$ cat config.mk
export PLATFORM = sky130hd
export DESIGN_NAME = tsdp_serial_debug_port
export DESIGN_NICKNAME = d
export VERILOG_FILES = /design/src/tsdp_pkg.sv /design/src/tsdp_serial_debug_port.sv
export SDC_FILE = /design/constraint.sdc
export NUM_CORES = 1
export LEC_CHECK = 0
export BUFFER_PORTS_ARGS = -buffer_cell sky130_fd_sc_hd__buf_2
export CAP_MARGIN = 20
export CORE_MARGIN = 4
export CORE_UTILIZATION = 55
export CTS_CLUSTER_DIAMETER = 50
export DETAILED_ROUTE_END_ITERATION = 6
export PLACE_DENSITY_LB_ADDON = 0.05
export SLEW_MARGIN = 5
export SYNTH_ARGS = -nofsm -noshare
export SYNTH_HDL_FRONTEND = slang
export SYNTH_SLANG_ARGS = --single-unit
$ cat constraint.sdc
create_clock -name clock -period 2.55 [get_ports clock]
set_clock_uncertainty 0.2 [all_clocks]
set_input_delay 0.51 -clock clock [delete_from_list [all_inputs] [get_ports clock]]
set_output_delay 0.51 -clock clock [all_outputs]
set_load 0.01 [all_outputs]
$ cat src/tsdp_pkg.sv
// constants and types shared by the two-wire serial debug port
package tsdp_pkg;

  // ==========================================================================
  // register bus map (byte addresses, one 32-bit word each)
  localparam logic [3:0] TSDP_OFS_CTRL   = 4'h0;
  localparam logic [3:0] TSDP_OFS_STATUS = 4'h4;
  localparam logic [3:0] TSDP_OFS_ACTIV  = 4'h8;

  // control word fields
  localparam int TSDP_CTRL_PERMIT_BIT = 0;
  localparam int TSDP_CTRL_HALT_BIT   = 1;
  localparam int TSDP_CTRL_CLEAR_BIT  = 2;

  // status word fields
  localparam int TSDP_ST_GRANT_BIT  = 0;
  localparam int TSDP_ST_ACTIVE_BIT = 1;
  localparam int TSDP_ST_READ_BIT   = 2;
  localparam int TSDP_ST_SEP_BIT    = 3;
  localparam int TSDP_ST_OE_BIT     = 4;
  localparam int TSDP_ST_ADDR_LSB   = 8;
  localparam int TSDP_ST_LASTW_LSB  = 16;

  // activity word fields
  localparam int TSDP_ACT_BYTES_LSB = 0;
  localparam int TSDP_ACT_START_LSB = 16;

  // reset values of software-visible control bits
  localparam logic TSDP_RST_PERMIT = 1'b0;
  localparam logic TSDP_RST_HALT   = 1'b0;

  // ==========================================================================
  // serial register spaces
  localparam logic [6:0] TSDP_WR_LAST_ADDR  = 7'h30;
  localparam logic [6:0] TSDP_RD_LAST_ADDR  = 7'h20;
  localparam logic [6:0] TSDP_BUS_STAT_ADDR = 7'h17;

  // bit counts per byte on the link
  localparam logic [3:0] TSDP_DATA_BITS = 4'h8;
  localparam logic [3:0] TSDP_LAST_DATA = 4'h7;
  localparam logic [3:0] TSDP_SEP_SLOT  = 4'h8;

  // ==========================================================================
  // serial command phase
  typedef enum logic [1:0] {
    PH_IDLE,
    PH_ADDR,
    PH_WRITE,
    PH_READ
  } tsdp_phase_t;

endpackage

$ cat src/tsdp_serial_debug_port.sv
// two-wire serial debug port slave with avalon-mm control registers
//
// Register access over Avalon-MM and the register offsets were chosen for this implementation.
`timescale 1ns/1ps

module tsdp_serial_debug_port
  import tsdp_pkg::*;
(
  input  wire logic        clock,
  input  wire logic        rst,
  // avalon-mm slave
  input  wire logic [3:0]  avs_address,
  input  wire logic        avs_read,
  input  wire logic        avs_write,
  input  wire logic [31:0] avs_writedata,
  input  wire logic [3:0]  avs_byteenable,
  output logic      [31:0] avs_readdata,
  output logic             avs_waitrequest,
  // two-wire link pins
  input  wire logic        debug_clock_line,
  input  wire logic        debug_data_line_in,
  output logic             debug_data_line_out,
  output logic             debug_data_line_oe,
  // external bus request and grant
  input  wire logic        ext_bus_request,
  output logic             ext_bus_grant,
  // core halt
  output logic             core_halt,
  // debug register set, write space
  output logic             dbg_wr_strobe,
  output logic      [6:0]  dbg_wr_addr,
  output logic      [7:0]  dbg_wr_data,
  // debug register set, read space
  output logic             dbg_rd_strobe,
  output logic      [6:0]  dbg_rd_addr,
  input  wire logic [7:0]  dbg_rd_data
);

  // ==========================================================================
  // state
  typedef struct packed {
    logic [1:0]  clk_sync;
    logic        clk_prev;
    logic [1:0]  dat_sync;
    logic        dat_prev;
    logic [1:0]  req_sync;
    tsdp_phase_t phase;
    logic [3:0]  cnt;
    logic [7:0]  shin;
    logic [7:0]  shout;
    logic [6:0]  addr;
    logic        sep_one;
    logic        oe;
    logic        dout;
    logic        grant;
    logic        permit;
    logic        halt;
    logic        wr_stb;
    logic [6:0]  wr_addr;
    logic [7:0]  wr_data;
    logic        rd_stb;
    logic [15:0] bytes;
    logic [15:0] starts;
    logic        ack;
    logic [31:0] rdata;
  } tsdp_state_t;

  tsdp_state_t s;
  tsdp_state_t next_s;

  // address step that sticks at the top of its space
  function automatic logic [6:0] step_addr(input logic [6:0] a, input logic [6:0] last);
    step_addr = (a == last) ? a : 7'(a + 7'h01);
  endfunction

  logic       clk_hi;
  logic       rise;
  logic       fall;
  logic       start;
  logic       bit_in;
  logic [7:0] byte_in;
  logic [7:0] rd_val;
  logic       bus_req;
  logic       idle;

  // ==========================================================================
  // link edge detection
  always_comb begin
    clk_hi = s.clk_sync[1] & s.clk_prev;
    rise   = s.clk_sync[1] & ~s.clk_prev;
    fall   = ~s.clk_sync[1] & s.clk_prev;
    // data may only move with the clock low, so a fall while high is start
    start  = clk_hi & s.dat_prev & ~s.dat_sync[1];
    bit_in = s.dat_sync[1];
    byte_in = {s.shin[6:0], bit_in};
    // the grant status lives inside the port itself
    rd_val = (s.addr == TSDP_BUS_STAT_ADDR) ? {7'h00, s.grant} : dbg_rd_data;
    bus_req = s.req_sync[1];
    idle    = (s.phase == PH_IDLE);
  end

  // ==========================================================================
  // next state
  always_comb begin
    next_s = s;
    next_s.wr_stb = 1'b0;
    next_s.rd_stb = 1'b0;
    next_s.ack    = 1'b0;

    // first stage feeds only the second
    next_s.clk_sync = {s.clk_sync[0], debug_clock_line};
    next_s.clk_prev = s.clk_sync[1];
    next_s.dat_sync = {s.dat_sync[0], debug_data_line_in};
    next_s.dat_prev = s.dat_sync[1];
    next_s.req_sync = {s.req_sync[0], ext_bus_request};

    // a rising data edge with the clock high matches no branch below
    if (start) begin
      next_s.phase   = PH_ADDR;
      next_s.cnt     = 4'h0;
      next_s.oe      = 1'b0;
      next_s.sep_one = 1'b0;
      next_s.starts  = 16'(s.starts + 16'h0001);
    end else if (rise && !idle) begin
      if (s.cnt == TSDP_SEP_SLOT) begin
        // ninth clock: the separator, which only steers the grant
        next_s.sep_one = bit_in;
        next_s.cnt     = 4'h0;
      end else begin
        next_s.sep_one = 1'b0;
        next_s.shin    = byte_in;
        next_s.cnt     = 4'(s.cnt + 4'h1);
        if (s.cnt == TSDP_LAST_DATA) begin
          next_s.bytes = 16'(s.bytes + 16'h0001);
          case (s.phase)
            PH_ADDR: begin
              next_s.addr  = byte_in[7:1];
              next_s.phase = byte_in[0] ? PH_READ : PH_WRITE;
            end
            PH_WRITE: begin
              next_s.wr_stb  = 1'b1;
              next_s.wr_addr = s.addr;
              next_s.wr_data = byte_in;
              next_s.addr    = step_addr(s.addr, TSDP_WR_LAST_ADDR);
            end
            PH_READ: begin
              next_s.addr = step_addr(s.addr, TSDP_RD_LAST_ADDR);
            end
            default: begin
              next_s.phase = PH_IDLE;
            end
          endcase
        end
      end
    end else if (fall && s.phase == PH_READ) begin
      if (s.cnt == 4'h0) begin
        // first low phase after the separator: fetch and drive bit 7
        next_s.rd_stb = 1'b1;
        next_s.dout   = rd_val[7];
        next_s.shout  = {rd_val[6:0], 1'b0};
        next_s.oe     = 1'b1;
      end else if (s.cnt < TSDP_DATA_BITS) begin
        next_s.dout  = s.shout[7];
        next_s.shout = {s.shout[6:0], 1'b0};
      end else begin
        // separator slot belongs to the master
        next_s.oe = 1'b0;
      end
    end

    // grant is held while permit and the request stay; taken only at a safe point
    next_s.grant = s.permit & bus_req & (s.grant | idle | s.sep_one);

    // ------------------------------------------------------------------------
    // avalon slave: every access answers in its second cycle
    if ((avs_read | avs_write) && !s.ack) begin
      next_s.ack = 1'b1;
      case (avs_address)
        TSDP_OFS_CTRL: begin
          next_s.rdata = 32'h0000_0000;
          next_s.rdata[TSDP_CTRL_PERMIT_BIT] = s.permit;
          next_s.rdata[TSDP_CTRL_HALT_BIT]   = s.halt;
        end
        TSDP_OFS_STATUS: begin
          next_s.rdata = 32'h0000_0000;
          next_s.rdata[TSDP_ST_GRANT_BIT]  = s.grant;
          next_s.rdata[TSDP_ST_ACTIVE_BIT] = !idle;
          next_s.rdata[TSDP_ST_READ_BIT]   = (s.phase == PH_READ);
          next_s.rdata[TSDP_ST_SEP_BIT]    = s.sep_one;
          next_s.rdata[TSDP_ST_OE_BIT]     = s.oe;
          next_s.rdata[TSDP_ST_ADDR_LSB +: 7]  = s.addr;
          next_s.rdata[TSDP_ST_LASTW_LSB +: 8] = s.wr_data;
        end
        TSDP_OFS_ACTIV: begin
          next_s.rdata = 32'h0000_0000;
          next_s.rdata[TSDP_ACT_BYTES_LSB +: 16] = s.bytes;
          next_s.rdata[TSDP_ACT_START_LSB +: 16] = s.starts;
        end
        default: begin
          next_s.rdata = 32'h0000_0000;
        end
      endcase
    end

    if (avs_write && s.ack && avs_address == TSDP_OFS_CTRL && avs_byteenable[0]) begin
      next_s.permit = avs_writedata[TSDP_CTRL_PERMIT_BIT];
      // halting gates the core only; clocks and peripherals keep running
      next_s.halt   = avs_writedata[TSDP_CTRL_HALT_BIT];
      if (avs_writedata[TSDP_CTRL_CLEAR_BIT]) begin
        // a start in this same cycle still counts
        next_s.bytes  = 16'h0000;
        next_s.starts = start ? 16'h0001 : 16'h0000;
      end
      if (!avs_writedata[TSDP_CTRL_PERMIT_BIT]) begin
        next_s.grant = 1'b0;
      end
    end
  end

  // ==========================================================================
  // registers
  always_ff @(posedge clock) begin
    if (rst) begin
      s          <= '0;
      // idle lines sit high, so edge history starts high to avoid a false edge
      s.clk_sync <= 2'h3;
      s.clk_prev <= 1'b1;
      s.dat_sync <= 2'h3;
      s.dat_prev <= 1'b1;
      s.phase    <= PH_IDLE;
      s.permit <= TSDP_RST_PERMIT;
      s.halt   <= TSDP_RST_HALT;
    end else begin
      s <= next_s;
    end
  end

  // ==========================================================================
  // outputs
  always_comb begin
    avs_waitrequest     = (avs_read | avs_write) & ~s.ack;
    avs_readdata        = s.rdata;
    debug_data_line_out = s.dout;
    debug_data_line_oe  = s.oe;
    ext_bus_grant       = s.grant;
    core_halt           = s.halt;
    dbg_wr_strobe       = s.wr_stb;
    dbg_wr_addr         = s.wr_addr;
    dbg_wr_data         = s.wr_data;
    dbg_rd_strobe       = s.rd_stb;
    dbg_rd_addr         = s.addr;
  end

endmodule // tsdp_serial_debug_port

==> summary.md <==
| Metric | Value |
|---|---|
| Status | finished, final reports clean |
| Power Density | ~700 mW/mm^2 |
| Synth Instances | 648 |
| CP Cell Sequence | ha_1 > nand3b_4 > or3_1 > or4_1 > a21oi_1 |
| RSZ-0062 raised after global routing | no |
| Synth Area in Compound Gates | 0.173 |
| Post-synthesis adder-cell area fraction | 0.0131 |
| Yosys reg bits | 123 |
| Fmax | 422 MHz |
| Max cap viols | 0 |
| Routability cong. | just over 0.8 |
| Storage cell area | 0.00246 mm^2 |
| WS Path Type | reg2reg |
| Syn_nets | 709 |
| Final worst slack | 178 ps |
| H-tree depth | 4 |
| Fin. Hold Viols | 0 |
| Period utilization | 0.930 |
| Via-per-instance ratio | 5.80 |
| Final instance area | between 0.006 and 0.007 mm^2 |
| Post-Synth XOR/XNOR Area | 0.0198 |
| HPWL after detailed placement | around 9600 um |
| EDFF count, synth | 0 |
| Static leakage | roughly 2.5 nW |
| CP required | about 2800 ps |
| Max-slew headroom | 0.652 |
| Hold Crit Class | in2reg |
| Post-CTS Setup Inserts | 0 |
| Fin util | 0.643 |
| Post-synth top area share | 0.429 |
| Share of cells above drive strength 1 | 0.226 |
| Worst EP arrival | 2610 ps |
| Yosys top cell by area | dfxtp_1 |
| Die width | about 110 um |
| Fin Setup TNS | 0 ps |
| Crit. End Element | flip-flop |
| Row count | 37 |
| Placed Area | 0.00593 mm^2 |
| Avg WL per Cell | 16.7 um |
| Clk pin slew, worst setup/hold paths | ~60 ps |
| All-Layer GR Usage | 0.237 |
| GR Overflow Total | 0 |
| First-pass GRT wire length | 22300 um |
| Vias in the first global route | roughly 4.5k |
| Post-route ant nets | 0 |
| Total Nets Final | around 740 |
| Most common cell after layout, fill and taps aside | dfxtp_1 |
| Post-Syn Area | about 0.0057 mm^2 |
| Max Root-Sink Buffers | 2 |
| Final Routed Wirelength | ~14000 um |
| Dominant cells by area after synthesis | dfxtp_1 (43%), buf_4 (7.2%), nor2_1 (5.4%) |
| Worst skew pair latency | around 510 ps |
| Worst slew pin tran | ~520 ps |
| Drt first pass iters | 5 |
| Worst slack at placement | ~230 ps |
| Layout area overhead | 14.5% |
| Multi-input gate area | 0.00263 mm^2 |
| CTS buffer count | 17 |
| Synth cell types | 63 |
| Crit path buf inv count | 0 |
| Commonest non-fill, non-tap cells in the layout | dfxtp_1 (123), buf_2 (83), nor2_1 (82) |
| Num ports | between 100 and 150 |
| Antenna violations before repair | 0 |
| Simple-gate share of the synthesized area | 0.210 |
| Avg Cell Area, Syn | 8.87 um^2 |
| Chip height | approximately 110 um |
| Count of buffers from port buffering | 83 |
| # diodes | 0 |
| Initial DRC count | between 300 and 400 |
| Vias | between 4k and 5k |
| CTS tree | yes |
| Ys Warns | 0 |
| Slowest CP cell | or3_1 |
| CORE AREA | about 0.01 mm^2 |
| Starting Density | 0.562 |
| Max rail drop VDD | around 350 uV |
| Min cycle time layout | approximately 2400 ps |
| Max incr delay on CP | 590 ps |
| Largest family of logic cells by synthesized area | simple AND/OR/NAND/NOR gates |
| CP max FO | 18 |
| Root buf cell | clkbuf_8 |
| Most common flop cell mapped by yosys | dfxtp_1 |
| Largest net degree at the start of global routing | 35 |
| Delay-heaviest family, CP | simple AND/OR/NAND/NOR gates |
| Mux contribution to synthesized area | 0.0418 |
| Register area share after synthesis | 0.429 |
| Final Max Slew Viols | 0 |
| CTS sink cnt | about 120 |
| Startpoint types | flip-flop |
| Fill cell count | 883 |
| Die area | roughly 0.012 mm^2 |
| Ys async rst share | 0 |
| DR DRC count | 0 |
| Final setup violation count | 0 |
report_power, final:
group | total [mW] | switching, mW | internal, mW
clock | 2.50 | 0.839 | 1.66
combinational | 0.151 | 0.0927 | 0.0579
sequential | 1.94 | 0.00874 | 1.93
total | 4.59 | 0.941 | 3.65
state kept, by name, summed over array words and instances (netlist names):
register,cells
debug_data_line_out,1
dbg_rd_addr,7
core_halt,1
dbg_wr_addr,7
dbg_wr_data,8
dbg_rd_strobe,1
ext_bus_grant,1
bit_in,1
byte_in,7
s,50
next_s,4
bus_req,1
debug_data_line_oe,1
avs_readdata,32
dbg_wr_strobe,1
worst min-delay path, stage by stage:
cell and delay (ps):
buf_2 110, nand3_1 60, a21oi_1 50
synth_stat cells, drive strengths merged, types with 14 or more instances:
cell type and number:
mux2i 24, nor3 17, clkbuf 28, inv 17
nand3 18, a21oi 38, buf 68, a2bb2oi 19
dfxtp 123, nor2 82, o21ai 14, nand2 32
a22oi 29
what timing repair did:
| action | CTS | global route |
|---|---|---|
| hold buffers | 3 | 0 |
| resized for setup | 0 | 0 |
| hold endpoints to repair | 3 | 0 |
path summary, 6_finish.rpt:
kind / cells past startpoint / slack [ps] / start / to
max: 5 / 180 / s[112] / s[59]
max reg2reg: 5 / 180 / s[112] / s[59]
min reg2reg: 1 / 210 / next_s[124] / next_s[122]
min: 3 / 70 / avs_writedata[1] / core_halt
metrics by stage:
step                cells  hold WS, ps  power (mW)
floorplan             648          189        2.07
global placement      795          195        2.13
detailed placement    795          194        2.13
CTS                   830         49.2        4.63
finish                830         67.8        4.59
global route          830         64.5        4.74
kinds of logic (layout without fill, tap and decap cells):
group	Yosys count	count (layout)
AOI/OAI and AO/OA	143	143
xor gates and xnor gates	13	13
adders and majority gates	6	6
buffers and inverters	113	159
DFF	123	123
muxes	24	24
and+or+nand+nor	226	226
layout make-up:
type                    count  area share
flip-flops and latches    123       0.374
inverters                  17     0.00970
clock buffers              21      0.0698
multi-input cells         412       0.400
well taps                 136      0.0259
repair buffers            110      0.0951
clock inverters            11      0.0253
metal layers:
layer	global-route usage	part of all wire
met1	0.312	0.44
met2	0.387	0.48
met3	0.0460	0.063
met4	0.0862	0.014
met5	0	0
(Power assumes the default switching activity.)
